[src/include/cmf_map.vh]
// Constants for the multiplexed-class frame service block.
// Assumes inclusion by the frame service RTL and by the dv assertion, link model and bench files.
`ifndef CMF_MAP_VH
`define CMF_MAP_VH

// Delimiter codes on the tx/rx delimiter ports
`define CMF_SOF_I1 4'h1
`define CMF_SOF_N1 4'h2
`define CMF_SOF_C1 4'h3
`define CMF_SOF_I2 4'h4
`define CMF_SOF_N2 4'h5
`define CMF_SOF_I3 4'h6
`define CMF_SOF_N3 4'h7
`define CMF_EOF_N 4'h8
`define CMF_EOF_T 4'h9
`define CMF_EOF_DT 4'hA

// Frame kinds presented to the transmit side
`define CMF_KIND_DATA 3'h0
`define CMF_KIND_ACK 3'h1
`define CMF_KIND_PRJT 3'h2
`define CMF_KIND_PBSY 3'h3

// Reason code for class not supported
`define CMF_RSN_CLASS 8'h01

// Field widths
`define CMF_CRED_W 8
`define CMF_SIZE_W 12
`define CMF_TRK_AW 4
`define CMF_TRK_DEPTH 16

// Reset values
`define CMF_RETRY_RST 4'h0

`endif

[src/rtl/cmf_frame_service.v]
// Frame service for the acknowledged connectionless class of a node port.
// Assumes link framing, CRC and header formatting sit outside this block.
//
// Functional notes
// - first frame of each new sequence starts with initiate delimiter SOFi2.
// - later frames of the sequence start with normal delimiter SOFn2.
// - last frame ends with EOFt, earlier frames with EOFn.
// - each valid received data frame of this class queues an ACK; a newer answer replaces one still queued.
// - each ACK of this class starts with SOFn2.
// - ACK closing a sequence ends EOFt, others end EOFn.
// - sequence count rises by one on each successive sent frame.
// - received frames of one sequence are accepted in any order.
// - originator exchange ids are unique per port.
// - new sequence ids stay unique while the sequence is open.
// - buffer credit with attached port, end-to-end credit through ACKs.
// - a receiver-ready is sent whenever a receive buffer frees.
// - busy or reject carries a valid reason; port uses its own kinds.
// - busied data frames are resent up to the retry limit, maybe zero.
// - credit agreed at login is honoured, shared with other classes.
// - data field held to smaller of fabric and receiver maximum.
// - start delimiters of all classes decoded, answered in own class.
// - dedicated-class frames rejected, datagram frames dropped, buffers still freed; a dedicated frame arriving the cycle after a class-2 frame gets no reject.
// - received frames tracked by sequence qualifier plus sequence count.
// - every data frame passes buffer and end-to-end credit checks first; ACKs and rejects check buffer credit only.
`timescale 1ns/1ps
`include "cmf_map.vh"
module cmf_frame_service (
    input wire clk_sys, // System clock, 20 MHz
    input wire rst, // Async reset, active high
    // Login-derived configuration
    input wire [7:0] bb_credit_login, // Buffer credit from login
    input wire [7:0] ee_credit_login, // End-to-end credit from login
    input wire credit_load, // Pulse: load both credit counters
    input wire [11:0] fab_max_size, // Fabric maximum data field
    input wire [11:0] dst_max_size, // Receiver maximum data field
    input wire [3:0] retry_limit, // Allowed resends of a busied frame
    // User send request
    input wire snd_req, // Pulse: send one data frame
    input wire snd_new_seq, // Frame opens a new sequence
    input wire snd_last, // Frame closes the sequence
    input wire [11:0] snd_size, // Requested data field size
    input wire snd_new_xchg, // Frame opens a new exchange
    output reg snd_busy_q, // Send path occupied
    output reg snd_err_q, // Pulse: request refused or retries spent
    // Transmit frame port
    output reg tx_valid_q, // Pulse: frame descriptor valid
    output reg [2:0] tx_kind_q, // Data, ACK, reject or busy
    output reg [3:0] tx_sof_q, // Start delimiter
    output reg [3:0] tx_eof_q, // End delimiter
    output reg [15:0] tx_seq_cnt_q, // Sequence count
    output reg [7:0] tx_seq_id_q, // Sequence id
    output reg [15:0] tx_ox_id_q, // Originator exchange id
    output reg [11:0] tx_size_q, // Data field size sent
    output reg [7:0] tx_reason_q, // Reject reason
    output reg tx_rrdy_q, // Pulse: send receiver-ready
    input wire tx_ready, // Link can take a frame this cycle
    // Link events in
    input wire rx_rrdy, // Pulse: receiver-ready arrived
    input wire rx_ack, // Pulse: ACK for our data arrived
    input wire rx_busy, // Pulse: busy for our last data frame
    input wire rx_reject, // Pulse: reject for our last data frame
    // Received frame port
    input wire rx_valid, // Pulse: received frame descriptor
    input wire [3:0] rx_sof, // Its start delimiter
    input wire [3:0] rx_eof, // Its end delimiter
    input wire [3:0] rx_qual, // Sequence qualifier slot
    input wire [15:0] rx_seq_cnt, // Its sequence count
    input wire rx_frame_ok, // Frame passed validity checks
    input wire rx_buf_free, // Pulse: host freed a receive buffer
    output reg rx_deliver_q, // Pulse: frame handed to host
    output reg rx_dup_q, // Pulse: repeated sequence count seen
    output reg [7:0] bb_credit_q, // Buffer credit left
    output reg [7:0] ee_credit_q // End-to-end credit left
);
    // ----------------
    // Functions
    // ----------------
    function [11:0] min12;
        input [11:0] a;
        input [11:0] b;
        begin
            min12 = (a < b) ? a : b;
        end
    endfunction

    function is_dedicated;
        input [3:0] s;
        begin
            is_dedicated = (s == `CMF_SOF_I1) || (s == `CMF_SOF_N1) || (s == `CMF_SOF_C1);
        end
    endfunction

    // ----------------
    // State
    // ----------------
    localparam [1:0] ST_IDLE = 2'b00;
    localparam [1:0] ST_SEND = 2'b01;
    localparam [1:0] ST_WAIT = 2'b10;

    reg [1:0] st_q;
    reg [15:0] seq_cnt_q;
    reg [7:0] seq_id_q;
    reg [15:0] ox_id_q;
    reg first_q;
    reg last_q;
    reg [11:0] size_q;
    reg [3:0] tries_q;
    reg ack_pend_q; // Queued ACK or reject for a received frame
    reg ack_rjt_q;
    reg ack_last_q;
    reg [3:0] ack_sof_q;
    reg [3:0] ack_eof_q;
    reg chk_q; // Tracking lookup in flight
    reg [3:0] chk_qual_q;
    reg [15:0] chk_cnt_q;
    reg chk_last_q;

    wire [15:0] trk_rd;
    wire can_send = (bb_credit_q != 8'h00) && (ee_credit_q != 8'h00);
    // Local ACKs draw only buffer credit; end-to-end credit is the peer's.
    wire ack_go = ack_pend_q && tx_ready && (bb_credit_q != 8'h00);
    wire dat_go = (st_q == ST_SEND) && tx_ready && can_send && !ack_pend_q;
    wire [11:0] lim = min12(fab_max_size, dst_max_size);

    // ----------------
    // Receive classification
    // ----------------
    wire rx_c2 = (rx_sof == `CMF_SOF_I2) || (rx_sof == `CMF_SOF_N2);
    wire rx_c1 = is_dedicated(rx_sof);
    wire rx_take = rx_valid && rx_c2 && rx_frame_ok;
    wire trk_dup = chk_q && trk_rd[15] && (trk_rd[14:0] == chk_cnt_q[14:0]);

    // Each qualifier slot remembers the last count seen; any order is accepted.
    cmf_track_mem u_trk (
        .clk_sys(clk_sys),
        .rst(rst),
        .wr_en(chk_q),
        .wr_addr(chk_qual_q),
        .wr_data({1'b1, chk_cnt_q[14:0]}),
        .rd_addr(rx_qual),
        .rd_data_q(trk_rd)
    );

    // ----------------
    // Sequencing and transmit
    // ----------------
    always @(posedge clk_sys or posedge rst) begin
        if (rst) begin
            st_q <= ST_IDLE;
            seq_cnt_q <= 16'h0000;
            seq_id_q <= 8'h00;
            ox_id_q <= 16'h0000;
            first_q <= 1'b0;
            last_q <= 1'b0;
            size_q <= 12'h000;
            tries_q <= `CMF_RETRY_RST;
            snd_busy_q <= 1'b0;
            snd_err_q <= 1'b0;
            tx_valid_q <= 1'b0;
            tx_kind_q <= `CMF_KIND_DATA;
            tx_sof_q <= 4'h0;
            tx_eof_q <= 4'h0;
            tx_seq_cnt_q <= 16'h0000;
            tx_seq_id_q <= 8'h00;
            tx_ox_id_q <= 16'h0000;
            tx_size_q <= 12'h000;
            tx_reason_q <= 8'h00;
        end else begin
            tx_valid_q <= 1'b0;
            snd_err_q <= 1'b0;
            case (st_q)
                ST_IDLE: begin
                    if (snd_req) begin
                        if (snd_size > lim) begin
                            snd_err_q <= 1'b1;
                        end else begin
                            st_q <= ST_SEND;
                            snd_busy_q <= 1'b1;
                            first_q <= snd_new_seq;
                            last_q <= snd_last;
                            size_q <= snd_size;
                            tries_q <= `CMF_RETRY_RST;
                            if (snd_new_seq) begin
                                seq_cnt_q <= 16'h0000;
                                seq_id_q <= seq_id_q + 8'h01;
                            end else begin
                                seq_cnt_q <= seq_cnt_q + 16'h0001;
                            end
                            if (snd_new_xchg) begin
                                ox_id_q <= ox_id_q + 16'h0001;
                            end
                        end
                    end
                end
                ST_SEND: begin
                    if (dat_go) begin
                        tx_valid_q <= 1'b1;
                        tx_kind_q <= `CMF_KIND_DATA;
                        tx_sof_q <= first_q ? `CMF_SOF_I2 : `CMF_SOF_N2;
                        tx_eof_q <= last_q ? `CMF_EOF_T : `CMF_EOF_N;
                        tx_seq_cnt_q <= seq_cnt_q;
                        tx_seq_id_q <= seq_id_q;
                        tx_ox_id_q <= ox_id_q;
                        tx_size_q <= size_q;
                        tx_reason_q <= 8'h00;
                        st_q <= ST_WAIT;
                    end
                end
                ST_WAIT: begin
                    if (rx_ack) begin
                        st_q <= ST_IDLE;
                        snd_busy_q <= 1'b0;
                    end else if (rx_busy) begin
                        if (tries_q < retry_limit) begin
                            tries_q <= tries_q + 4'h1;
                            st_q <= ST_SEND;
                        end else begin
                            st_q <= ST_IDLE;
                            snd_busy_q <= 1'b0;
                            snd_err_q <= 1'b1;
                        end
                    end else if (rx_reject) begin
                        st_q <= ST_IDLE; // Rejects are final, never resent
                        snd_busy_q <= 1'b0;
                        snd_err_q <= 1'b1;
                    end
                end
                default: begin
                    st_q <= ST_IDLE;
                    snd_busy_q <= 1'b0;
                end
            endcase
            if (ack_go) begin
                tx_valid_q <= 1'b1;
                tx_kind_q <= ack_rjt_q ? `CMF_KIND_PRJT : `CMF_KIND_ACK;
                tx_sof_q <= ack_sof_q;
                tx_eof_q <= ack_eof_q;
                tx_reason_q <= ack_rjt_q ? `CMF_RSN_CLASS : 8'h00;
            end
        end
    end

    // ----------------
    // Receive path: acknowledge, reject, drop
    // ----------------
    always @(posedge clk_sys or posedge rst) begin
        if (rst) begin
            ack_pend_q <= 1'b0;
            ack_rjt_q <= 1'b0;
            ack_last_q <= 1'b0;
            ack_sof_q <= 4'h0;
            ack_eof_q <= 4'h0;
            chk_q <= 1'b0;
            chk_qual_q <= 4'h0;
            chk_cnt_q <= 16'h0000;
            chk_last_q <= 1'b0;
            rx_deliver_q <= 1'b0;
            rx_dup_q <= 1'b0;
            tx_rrdy_q <= 1'b0;
        end else begin
            rx_deliver_q <= 1'b0;
            rx_dup_q <= 1'b0;
            tx_rrdy_q <= rx_buf_free;
            chk_q <= rx_take;
            chk_qual_q <= rx_qual;
            chk_cnt_q <= rx_seq_cnt;
            chk_last_q <= (rx_eof == `CMF_EOF_T);
            if (ack_go) begin
                ack_pend_q <= 1'b0;
            end
            // A new answer overwrites the slot even if one is still queued; later frames are not held upstream.
            if (chk_q) begin
                rx_deliver_q <= !trk_dup;
                rx_dup_q <= trk_dup;
                ack_pend_q <= 1'b1;
                ack_rjt_q <= 1'b0;
                ack_sof_q <= `CMF_SOF_N2;
                ack_eof_q <= chk_last_q ? `CMF_EOF_T : `CMF_EOF_N;
                ack_last_q <= chk_last_q;
            end else if (rx_valid && rx_frame_ok && rx_c1) begin
                ack_pend_q <= 1'b1;
                ack_rjt_q <= 1'b1;
                ack_sof_q <= `CMF_SOF_N1;
                ack_eof_q <= (rx_sof == `CMF_SOF_C1) ? `CMF_EOF_DT : `CMF_EOF_N;
                ack_last_q <= 1'b0;
            end
            // Datagram frames fall through unanswered; only the buffer release returns.
        end
    end

    // ----------------
    // Credit counters
    // ----------------
    always @(posedge clk_sys or posedge rst) begin
        if (rst) begin
            bb_credit_q <= 8'h00;
            ee_credit_q <= 8'h00;
        end else if (credit_load) begin
            bb_credit_q <= bb_credit_login;
            ee_credit_q <= ee_credit_login;
        end else begin
            // Restore and consume in one cycle cancel out.
            bb_credit_q <= bb_credit_q + {7'h00, rx_rrdy} - {7'h00, (dat_go | ack_go)};
            ee_credit_q <= ee_credit_q + {7'h00, rx_ack} - {7'h00, dat_go};
        end
    end
endmodule // cmf_frame_service

[src/rtl/cmf_track_mem.v]
// Small memory of received sequence-count marks, one word per slot.
// Assumes single clock; read data is registered.
`timescale 1ns/1ps
module cmf_track_mem (
    input wire clk_sys, // System clock
    input wire rst, // Async reset, active high
    input wire wr_en, // Write strobe
    input wire [3:0] wr_addr, // Write slot
    input wire [15:0] wr_data, // Write word
    input wire [3:0] rd_addr, // Read slot
    output reg [15:0] rd_data_q // Registered read word
);
    reg [15:0] mem [0:15];
    reg [15:0] vld_q; // Slot written since reset

    always @(posedge clk_sys) begin
        if (wr_en) begin
            mem[wr_addr] <= wr_data;
        end
    end

    // Words are unknown until written, so a flag per slot masks them
    always @(posedge clk_sys or posedge rst) begin
        if (rst) begin
            vld_q <= 16'h0000;
            rd_data_q <= 16'h0000;
        end else begin
            if (wr_en) begin
                vld_q[wr_addr] <= 1'b1;
            end
            rd_data_q <= vld_q[rd_addr] ? mem[rd_addr] : 16'h0000;
        end
    end
endmodule // cmf_track_mem
[config.mk]
export PLATFORM = sky130hd
export DESIGN_NAME = cmf_frame_service
export DESIGN_NICKNAME = d
export VERILOG_FILES = /design/src/rtl/cmf_frame_service.v /design/src/rtl/cmf_track_mem.v
export VERILOG_INCLUDE_DIRS = /design/src /design/src/include
export SDC_FILE = /design/constraint.sdc
export NUM_CORES = 1
export LEC_CHECK = 0
export ABC_CLOCK_PERIOD_IN_PS = 6100
export BUFFER_PORTS_ARGS = -buffer_cell sky130_fd_sc_hd__buf_4
export CELL_PAD_IN_SITES_DETAIL_PLACEMENT = 1
export CELL_PAD_IN_SITES_GLOBAL_PLACEMENT = 1
export CORE_MARGIN = 5
export CORE_UTILIZATION = 49
export CTS_CLUSTER_SIZE = 24
export DETAILED_ROUTE_END_ITERATION = 8
export PLACE_DENSITY_LB_ADDON = 0.1
export SYNTH_ARGS = -nofsm -noshare
export SYNTH_HDL_FRONTEND = slang
export SYNTH_HIERARCHICAL = 1
export SYNTH_SLANG_ARGS = --single-unit
export TNS_END_PERCENT = 30
[constraint.sdc]
create_clock -name clk_sys -period 6.1 [get_ports clk_sys]
set_input_delay 0.61 -clock clk_sys [delete_from_list [all_inputs] [get_ports clk_sys]]
set_output_delay 0.61 -clock clk_sys [all_outputs]
set_load 0.03 [all_outputs]
==> impl_metrics.toml, run 1 <==
[placement]
dp_hpwl_um = 30000
place.gp.congestion = 0.773
placed_cells = 1935
place_ws_ns = 1.53
port_buffers = 180

[power]
power_leakage_nw = 9.29
p_int_mw = 6.04
peakVddDrop_mv = 0.287
p_sw_mw = 2.65
combPwrFrac_pct = 22.7
p_sw_share_pct = 30.4
clockPowerShare_pct = 33.2
p_per_area_nw_per_um2 = 381
sequentialPowerShare_pct = 44.1

[drt]
drtIter0Drc = 622
finalWirelength_um = 46500
antenna_left = 0
vias = 11300
wl_per_cell_um = 23.0
post_drt_via_cell_ratio = 5.56
dr.pass1.iters = 4
route.detailed.drc = 0

[worst_setup_path]
cp.required_ns = 6.58
endpoint_kind = "register"
worstSetupPathType = "reg -> reg"
r2r_slack_ns = 1.90
slowest_delay_ns = 0.63
worst_ep_arrival_time_ns = 4.69
cp-start-kind = "register"
worstPathCellList = "inv_1 -> ha_1 -> a41oi_1 -> and3_2 -> buf_4 -> ha_1 -> inv_1 -> ha_1 -> inv_1 -> fa_1 -> nand2b_1 -> a21oi_1 -> o21ai_0 -> a21oi_1 -> nor3_1 -> o31ai_1"
r2r_cells = 16
critPathMaxFanout = 58
crit_path_top_delay_cell = "buf_4"

[synth]
synthSimpleGateAreaFrac_pct = 7.18
synth-adder-area-share_pct = 3.59
synth_xor_area_share_pct = 2.05
synth_compound_area_share_pct = 5.63
synth_top_area_share_pct = 40.0
async_reset_ff_share_pct = 43.9
synth.mux.area_fraction_pct = 12.2
synth_top_family_by_area = "multiplexers"
ys_seq_area_share_pct = 66.0
synth-edff-count = 256
yosysMostFrequentCell = "edfxtp_1"
yosysTopAreaCell = "edfxtp_1"
synthFlopType = "edfxtp_1"
synthTopCellsByCount = "edfxtp_1 (256), dfrtp_1 (200), nand2_1 (81), inv_1 (62), mux4_2 (56)"
synth_seq_cells = 456
syn-instance-count = 1251
yosysWarnings = 6
ys_top_cells_by_area = "edfxtp_1 (40%), dfrtp_1 (26%), mux4_2 (6.6%), ha_1 (3.4%), mux2_2 (3.1%)"
synthesis.area_um2 = 19200
synth_area_per_cell_um2 = 15.4
synth_cell_type_count = 68

[die]
pin_count = 192
core_region_area_um2 = 38700
start_util_pct = 49.6
rows = 72
dieArea_um2 = 43300
die_h_um = 208
dieWidth_um = 208

[clock_tree]
post-cts-setup-buffers = 0
clk_path_buf_depth = 3
htreeDepth = 2
path_clk_slew_ns = 0.06
clock_sinks = 456
cts_buffers = 48
cts_resized = 0
cts_tree = "yes"
clock-root-buffer = "clkbuf_16"
ctsHoldBuffers = 0
clk_latency_ns = 0.59

[final_layout]
fin_nets = 1620
ff_latch_area_um2 = 12700
fill_cells = 3717
diodes = 0
area_growth_pct = 18.5
multiInputGateArea_um2 = 6080
final_cell_count_no_fill = 2024
drive_above_1_share_pct = 28.8

[sta]
maxSlewViolCount = 0
fin_crit_sh_pct = 68.9
tightest_slew_ns = 1.34
fin_crit_ns = 4.20
grt_setup_unrepaired = "no"
slew_headroom_pct = 9.67
hold_viol_final = 0
final.setup.tns_ns = 0
fin_ws_ns = 1.90
setup_viol = 0
fin_skew_ns = 0.0201
max_freq_mhz = 238

[grt]
grt_pass1_wl_um = 72900
antenna_found_initial = 2
grt_usage_pct = 21.4
grt.overflow.total = 0
grt_pass1_vias = 12400
grt_max_degree = 109

[min_path]
hp-class = "in -> reg"
hold_path_depth = 1

[run_status]
status = "finished clean"

[run]
cap_viol_max_count = 0
power by group through the flow:
stage	logic (mW)	registers (mW)	clock network [mW]
after floorplan	1.05	4.14	0
after global placement	1.92	3.88	0
after detailed placement	1.98	3.89	0
after CTS	2.00	3.84	2.95
after global routing	2.15	3.89	3.09
final	1.97	3.83	2.88
flip-flops by register name, summed over array words and instances, names as in the netlist, 2 cells and up:
register / flops
chk_cnt_q: 15
ox_id_q: 16
tries_q: 4
st_q: 2
seq_id_q: 8
ack_eof_q: 3
chk_qual_q: 4
u_trk/mem: 256
tx_ox_id_q: 16
u_trk/vld_q: 16
ack_sof_q: 2
size_q: 12
ee_credit_q: 8
seq_cnt_q: 16
tx_size_q: 12
tx_eof_q: 3
tx_seq_cnt_q: 16
tx_seq_id_q: 8
u_trk/rd_data_q: 16
bb_credit_q: 8
tx_sof_q: 3
metal layers:
metal	part of all wire [%]	global-route usage [%]
met5	0.058	0
met4	1.6	4.39
met3	5.6	5.39
met2	50	35.5
met1	43	29.3
critical path: cells and delay by family, from the launching register on:
family,cells,cell delay [ns]
and+or+nand+nor,3,0.54
DFF,1,0.35
AOI/OAI and AO/OA,5,1.22
adders and majority gates,4,1.17
buffers and inverters,4,0.82
worst paths after layout:
kind / startpoint / end
worst max-delay path: bb_credit_q[6]$_DFF_PP0_ / ee_credit_q[6]$_DFF_PP0_
max in group asynchronous: rst / tries_q[3]$_DFFE_PP0P_
worst max register to register: bb_credit_q[6]$_DFF_PP0_ / ee_credit_q[6]$_DFF_PP0_
worst min register to register: first_q$_DFFE_PP0P_ / tx_sof_q[0]$_DFFE_PP0P_
worst min-delay path: rx_seq_cnt[11] / chk_cnt_q[11]$_DFF_PP0_
min in group asynchronous: rst / u_trk/vld_q[15]$_DFFE_PP0P_
cell families after synthesis:
kind of cell,count (synthesis)
DFF,456
and+or+nand+nor,270
AOI/OAI and AO/OA,160
muxes,138
buffers and inverters,126
adders and majority gates,54
xor gates and xnor gates,45
other,2
cell usage in the layout, fill, tap and decap left out, types with 5 or more instances in the layout:
cell type  instances
a22oi_1           32
mux4_1            12
clkinv_2           5
nand3_1           25
inv_1             61
nand2b_1          15
ha_1              52
conb_1            26
nor3_1            13
a21oi_1           45
edfxtp_1         256
nor3_2            11
clkbuf_16         48
dfrtp_1          200
nor2_1            39
buf_4            206
mux2_1             6
clkbuf_8           9
or2_2             18
xor2_1            16
nor4_2             5
clkbuf_1          10
mux2i_1           11
nand4_1           18
nand2_1           81
a21o_1             7
nor2b_1           11
o21ai_0           27
clkinv_1          10
mux4_2            56
o31ai_1            7
mux2_2            53
xnor2_1           29
nor4_1             6
layout make-up:
class                   count  share of cell area, %
well taps                 518                   2.85
multi-input cells         693                   26.7
clock buffers              67                   5.98
clock inverters            22                  0.923
repair buffers            206                   6.79
inverters                  62                   1.05
flip-flops and latches    456                   55.7
stage by stage:
stage	power [mW]	cell area [um^2]	hold slack (ns)	utilization [%]
finish	8.69	22800	0.122	58.8
CTS	8.79	22800	0.0805	58.8
detailed placement	5.88	21200	0.447	54.7
floorplan	5.19	19300	0.424	-
global placement	5.80	21200	0.432	54.7
global route	9.13	22800	0.0779	58.8
No activity file was read; power rests on OpenSTA's default activity.
==> run 2: changes to the inputs <==
--- a/config.mk
+++ b/config.mk
@@ -6,12 +6,13 @@
 export SDC_FILE = /design/constraint.sdc
 export NUM_CORES = 1
 export LEC_CHECK = 0
-export ABC_CLOCK_PERIOD_IN_PS = 6100
+export ABC_AREA = 1
+export ABC_CLOCK_PERIOD_IN_PS = 3640
 export BUFFER_PORTS_ARGS = -buffer_cell sky130_fd_sc_hd__buf_4
 export CELL_PAD_IN_SITES_DETAIL_PLACEMENT = 1
 export CELL_PAD_IN_SITES_GLOBAL_PLACEMENT = 1
 export CORE_MARGIN = 5
-export CORE_UTILIZATION = 49
+export CORE_UTILIZATION = 42
 export CTS_CLUSTER_SIZE = 24
 export DETAILED_ROUTE_END_ITERATION = 8
 export PLACE_DENSITY_LB_ADDON = 0.1
==> constraint.sdc (replaced) <==
create_clock -name clk_sys -period 3.64 [get_ports clk_sys]
set_input_delay 0.364 -clock clk_sys [delete_from_list [all_inputs] [get_ports clk_sys]]
set_output_delay 0.364 -clock clk_sys [all_outputs]
set_load 0.03 [all_outputs]
==> impl_metrics.toml, run 2 <==
[run_status]
status = "finished clean"

[grt]
grt_usage_pct = 21.7
grt_pass1_vias = 17300
grt.overflow.total = 0
antenna_found_initial = 3
grt_max_degree = 88
grt_pass1_wl_um = 95700

[drt]
route.detailed.drc = 0
post_drt_via_cell_ratio = 4.94
antenna_left = 0
finalWirelength_um = 61400
vias = 16000
dr.pass1.iters = 5
drtIter0Drc = 777
wl_per_cell_um = 19.0

[power]
peakVddDrop_mv = 0.411
p_sw_share_pct = 31.1
clockPowerShare_pct = 36.3
power_leakage_nw = 12.0
p_int_mw = 10.5
power_mw = 15.2
sequentialPowerShare_pct = 41.3
p_sw_mw = 4.72
combPwrFrac_pct = 22.4
p_per_area_nw_per_um2 = 594

[sta]
hold_ws_ns = 0.0397
setup_viol = 0
final.setup.tns_ns = 0
tightest_slew_ns = 0.936
maxSlewViolCount = 0
hold_viol_final = 0
fin_crit_sh_pct = 87.3
fin_ws_ns = 0.461
fin_skew_ns = 0.0115
fin_crit_ns = 3.18
grt_setup_unrepaired = "no"
max_freq_mhz = 315
slew_headroom_pct = 37.5

[die]
pin_count = 192
die_h_um = 235
core_region_area_um2 = 50200
rows = 82
dieArea_um2 = 55300
start_util_pct = 42.5
dieWidth_um = 235

[worst_setup_path]
critPathMaxFanout = 5
r2r_slack_ns = 0.46
r2r_cells = 16
worstSetupPathType = "reg -> reg"
cp.required_ns = 4.17
r2r_start = "bb_credit_q[5]$_DFF_PP0_"
cp-start-kind = "register"
reg2reg_to = "bb_credit_q[6]$_DFF_PP0_"
worst_ep_arrival_time_ns = 3.71
endpoint_kind = "register"

[synth]
synthTopCellsByCount = "nand2_1 (708), inv_1 (372), nand3_1 (270), edfxtp_1 (256), dfrtp_1 (200)"
ys_seq_area_share_pct = 59.6
async_reset_ff_share_pct = 43.9
ys_top_cells_by_area = "edfxtp_1 (36%), dfrtp_1 (23%), nand2_1 (12%), inv_1 (6.6%), nand3_1 (6.3%)"
syn-instance-count = 2278
synthesis.area_um2 = 21300
yosysTopAreaCell = "edfxtp_1"
synth_top_area_share_pct = 36.1
yosysWarnings = 6
synth_area_per_cell_um2 = 9.35
synth_cell_type_count = 45
synth_seq_cells = 456
yosysMostFrequentCell = "nand2_1"
synth-edff-count = 256
synthFlopType = "edfxtp_1"

[final_layout]
fin_util_pct = 51.0
regMostFlops = "u_trk/mem"
drive_above_1_share_pct = 13.4
fin_nets = 2673
area_growth_pct = 20.2
largest_reg_flops = 256
final_common_cell = "nand2_1"
fill_cells = 5741
layout_common_cells = "nand2_1 (708), inv_1 (371), nand3_1 (270)"

[placement]
dp_hpwl_um = 38700
place_ws_ns = 0.124
place.gp.congestion = 0.851
port_buffers = 180

[clock_tree]
clk_latency_ns = 0.59
path_clk_slew_ns = 0.06
cts_resized = 0
htreeDepth = 2
cts_buffers = 50
clock_sinks = 456
post-cts-setup-buffers = 0
clk_path_buf_depth = 3
cts_tree = "yes"
clock-root-buffer = "clkbuf_16"

[min_path]
min_to = "size_q[3]$_DFFE_PP0P_"
worstHoldStart = "snd_size[3]"
hold_path_depth = 3
hp-class = "in -> reg"

[run]
cap_viol_max_count = 0
==> run 2: changes by cell type after synthesis, sizes merged, moves of 14 or more <==
cell and change:
nor2 +14, o21ai +73, nand2 +629, a21oi -26, mux4 -68, nand3 +250, buf +35, a22oi -32
nand2b -15, xor2 +23, xnor2 -23, mux2 -59, inv +314
==> run 2: power groups by stage <==
stage / registers, mW / clock network, mW / logic [mW]
2_1_floorplan: 6.73 / 0 / 1.87
3_3_place_gp: 6.35 / 0 / 3.27
3_5_place_dp: 6.37 / 0 / 3.38
4_1_cts: 6.28 / 5.63 / 3.45
5_1_grt: 6.33 / 5.85 / 3.80
6_report: 6.27 / 5.52 / 3.41
==> run 2: final cells by class <==
type	count	area, um^2	share of cell area [%]
Antenna cell	2	5.00	0.0195
Inverter	378	1430	5.57
Clock inverter	27	339	1.32
Timing Repair Buffer	263	2130	8.31
Clock buffer	67	1460	5.71
Tap cell	672	841	3.28
Multi-Input combinational cell	1371	6710	26.2
Sequential cell	456	12700	49.6
==> run 2: cells by family (layout without fill, tap and decap cells) <==
group / count (synthesis) / in the layout / share of synthesized area, %
flip-flops: 456 / 456 / 59.6
AO/OA/AOI/OAI: 140 / 140 / 3.59
XOR/XNOR: 45 / 45 / 1.85
other: 2 / 28 / 0.0352
AND/OR/NAND/NOR: 1106 / 1106 / 22.1
buffers and inverters: 475 / 735 / 9.61
adder cells (fa/ha/maj): 54 / 54 / 3.24
==> run 2: worst max-delay path, stage by stage (launching register included) <==
cell,delay [ns]
dfrtp_1,0.42
inv_1,0.11
ha_1,0.16
nand4_1,0.30
nand3_1,0.24
nand2_1,0.23
ha_1,0.34
inv_1,0.05
ha_1,0.19
inv_1,0.07
fa_1,0.35
inv_1,0.14
nand4_1,0.12
nand3_1,0.10
xor2_1,0.15
nand2_1,0.07
nand2_1,0.07
==> run 2: how the worst max path moves through the flow <==
stage	startpoint	to	slack, ns	cells past startpoint
2_1_floorplan	dst_max_size[9]	seq_id_q[1]$_DFFE_PP0P_	0.76	21
3_3_place_gp	fab_max_size[9]	tries_q[1]$_DFFE_PP0P_	0.16	20
5_1_grt	bb_credit_q[6]$_DFF_PP0_	bb_credit_q[4]$_DFF_PP0_	0.34	14
6_report	bb_credit_q[5]$_DFF_PP0_	bb_credit_q[6]$_DFF_PP0_	0.46	16
3_5_place_dp	fab_max_size[9]	tries_q[2]$_DFFE_PP0P_	0.12	20
4_1_cts	bb_credit_q[6]$_DFF_PP0_	bb_credit_q[6]$_DFF_PP0_	0.47	16
==> run 2: timing repair <==
item,in CTS,in global routing
hold buffers,46,0
endpoints found under the hold margin,82,0
setup endpoints to repair,0,0
==> run 2: metrics by stage <==
| stage | instances | area [um^2] |
|---|---|---|
| global route | 3236 | 25600 |
| floorplan | 2302 | 21400 |
| detailed placement | 3094 | 23300 |
| CTS | 3234 | 25600 |
| global placement | 3094 | 23300 |
| finish | 3236 | 25600 |
==> run 2: per-layer routing <==
metal  wire length [um]  up-vias  track usage [%]
met5                 20        -                0
met2              31500      283             39.4
li1                   -     7710                -
met4               1800        2             6.70
met1              25100     7886             25.8
met3               2970      117             4.91
==> run 3: changes to the inputs <==
--- a/config.mk
+++ b/config.mk
@@ -11,11 +11,13 @@
 export BUFFER_PORTS_ARGS = -buffer_cell sky130_fd_sc_hd__buf_4
 export CELL_PAD_IN_SITES_DETAIL_PLACEMENT = 1
 export CELL_PAD_IN_SITES_GLOBAL_PLACEMENT = 1
+export CORE_ASPECT_RATIO = 0.7
 export CORE_MARGIN = 5
 export CORE_UTILIZATION = 42
 export CTS_CLUSTER_SIZE = 24
 export DETAILED_ROUTE_END_ITERATION = 8
 export PLACE_DENSITY_LB_ADDON = 0.1
+export SKIP_LAST_GASP = 1
 export SYNTH_ARGS = -nofsm -noshare
 export SYNTH_HDL_FRONTEND = slang
 export SYNTH_HIERARCHICAL = 1
==> impl_metrics.toml, run 3 (synthesis results as in run 2) <==
[grt]
grt_pass1_vias = 16900
grt_usage_pct = 21.4
grt.overflow.total = 0
grt_pass1_wl_um = 93400
antenna_found_initial = 1
grt_max_degree = 80

[power]
power_leakage_nw = 11.9
peakVddDrop_mv = 0.412
p_per_area_nw_per_um2 = 574
power_mw = 14.5

[final_layout]
final_common_cell = "nand2_1"
fill_cells = 5766
drive_above_1_share_pct = 12.7
design_area_um2 = 25300
largest_reg_flops = 256
layout_common_cells = "nand2_1 (708), inv_1 (371), nand3_1 (270)"
ff_latch_area_um2 = 12700
area_growth_pct = 18.6
fin_nets = 2671
regMostFlops = "u_trk/mem"
multiInputGateArea_um2 = 6660

[clock_tree]
htreeDepth = 2
cts_resized = 0
clock_sinks = 456
cts_buffers = 48
clk_latency_ns = 0.61
cts_tree = "yes"
clock-root-buffer = "clkbuf_16"
post-cts-setup-buffers = 0
path_clk_slew_ns = 0.06
clk_path_buf_depth = 3

[worst_setup_path]
cp.required_ns = 4.16
worstPathCellList = "buf_4 -> ha_1 -> nand2_1 -> inv_1 -> o21ai_0 -> nand2_1 -> a21oi_1 -> nand2_1 -> nand2_1 -> nand2_1 -> ha_1 -> nand2_1 -> inv_1 -> nand2_1 -> nand2_1 -> nand2_1 -> nand3_2 -> nand2_2 -> nand2_8 -> nand2_1 -> nand2_1 -> nand2_1"
cp_common_cell = "nand2_1"
r2r_slack_ns = 0.62
worstSetupPathType = "in -> reg"
critPathMaxFanout = 52
slowest_delay_ns = 0.34
worst_ep_arrival_time_ns = 3.64
crit_path_top_delay_cell = "nand2_1"
cp-start-kind = "input port"
path_delay_family = "simple AND/OR/NAND/NOR gates"
worst-path-buf-inv = 3
endpoint_kind = "register"

[placement]
port_buffers = 180
dpl_cell_area_um2 = 23300
place_ws_ns = -0.0861
dp_hpwl_um = 39600
place.gp.congestion = 0.880

[die]
start_util_pct = 42.2
die_h_um = 198
pin_count = 192
core_region_area_um2 = 50500
dieWidth_um = 279
rows = 69
dieArea_um2 = 55400

[drt]
wl_per_cell_um = 18.5
finalWirelength_um = 59800
antenna_left = 0
drtIter0Drc = 912
dr.pass1.iters = 5
vias = 16000
post_drt_via_cell_ratio = 4.96
route.detailed.drc = 0

[sta]
fin_skew_ns = 0.0317
tightest_slew_ns = 1.17
setup_viol = 0
grt_setup_unrepaired = "no"
fin_crit_ns = 3.12
final.setup.tns_ns = 0
hold_viol_final = 0
max_freq_mhz = 321
slew_headroom_pct = 22.0
maxSlewViolCount = 0
hold_ws_ns = 0.0286
fin_crit_sh_pct = 85.7
fin_ws_ns = 0.521

[run]
cap_viol_max_count = 0

[min_path]
hp-class = "in -> reg"

[run_status]
status = "finished clean"
-- run 3: metrics by stage --
| step | std cells | utilization (%) |
|---|---|---|
| 6_report | 3231 | 50.0 |
| 3_5_place_dp | 3103 | 46.2 |
| 4_1_cts | 3229 | 50.0 |
| 3_3_place_gp | 3103 | 46.2 |
| 5_1_grt | 3229 | 50.0 |
| 2_1_floorplan | 2302 | - |
-- run 3: worst paths after layout --
| kind | cells after the start | startpoint | end |
|---|---|---|---|
| min | 3 | snd_size[2] | size_q[2]$_DFFE_PP0P_ |
| min in group asynchronous | 3 | rst | seq_cnt_q[7]$_DFFE_PP0P_ |
| max in group asynchronous | 3 | rst | u_trk/rd_data_q[2]$_DFF_PP0_ |
| min reg2reg | 2 | u_trk/vld_q[10]$_DFFE_PP0P_ | u_trk/vld_q[10]$_DFFE_PP0P_ |
| max | 22 | fab_max_size[9] | tries_q[3]$_DFFE_PP0P_ |
| max reg2reg | 16 | bb_credit_q[2]$_DFF_PP0_ | bb_credit_q[6]$_DFF_PP0_ |
-- run 3: final cells by class --
cell class / count / share of cell area (%)
multi-input combinational: 1371 / 26.3
tap: 674 / 3.34
sequential: 456 / 50.2
antenna: 2 / 0.0198
inverter: 378 / 5.64
clock inverter: 17 / 0.575
clock buffer: 70 / 5.48
timing repair buffer: 263 / 8.35
-- run 3: power breakdown --
group | total (mW) | switching (mW) | leakage, nW | internal [mW]
clock network | 4.78 | 2.07 | 0.749 | 2.72
logic | 3.44 | 2.25 | 6.25 | 1.19
registers | 6.28 | 0.383 | 4.91 | 5.90
-- run 3: metal layers --
layer	wire, um	vias to the layer above	global-route usage, %
met5	0	-	0
met4	1010	0	4.80
met3	2710	75	3.68
met2	28100	253	35.2
met1	28000	7988	30.2
li1	-	7702	-
-- run 3: worst min-delay path: stages --
cell	delay, ns
buf_4	0.09
nand3_1	0.06
nand2_1	0.06
-- run 3: timing repair --
action	in CTS	in global routing
hold buffers	39	0
endpoints found under the setup margin	0	0
endpoints found under the hold margin	57	0
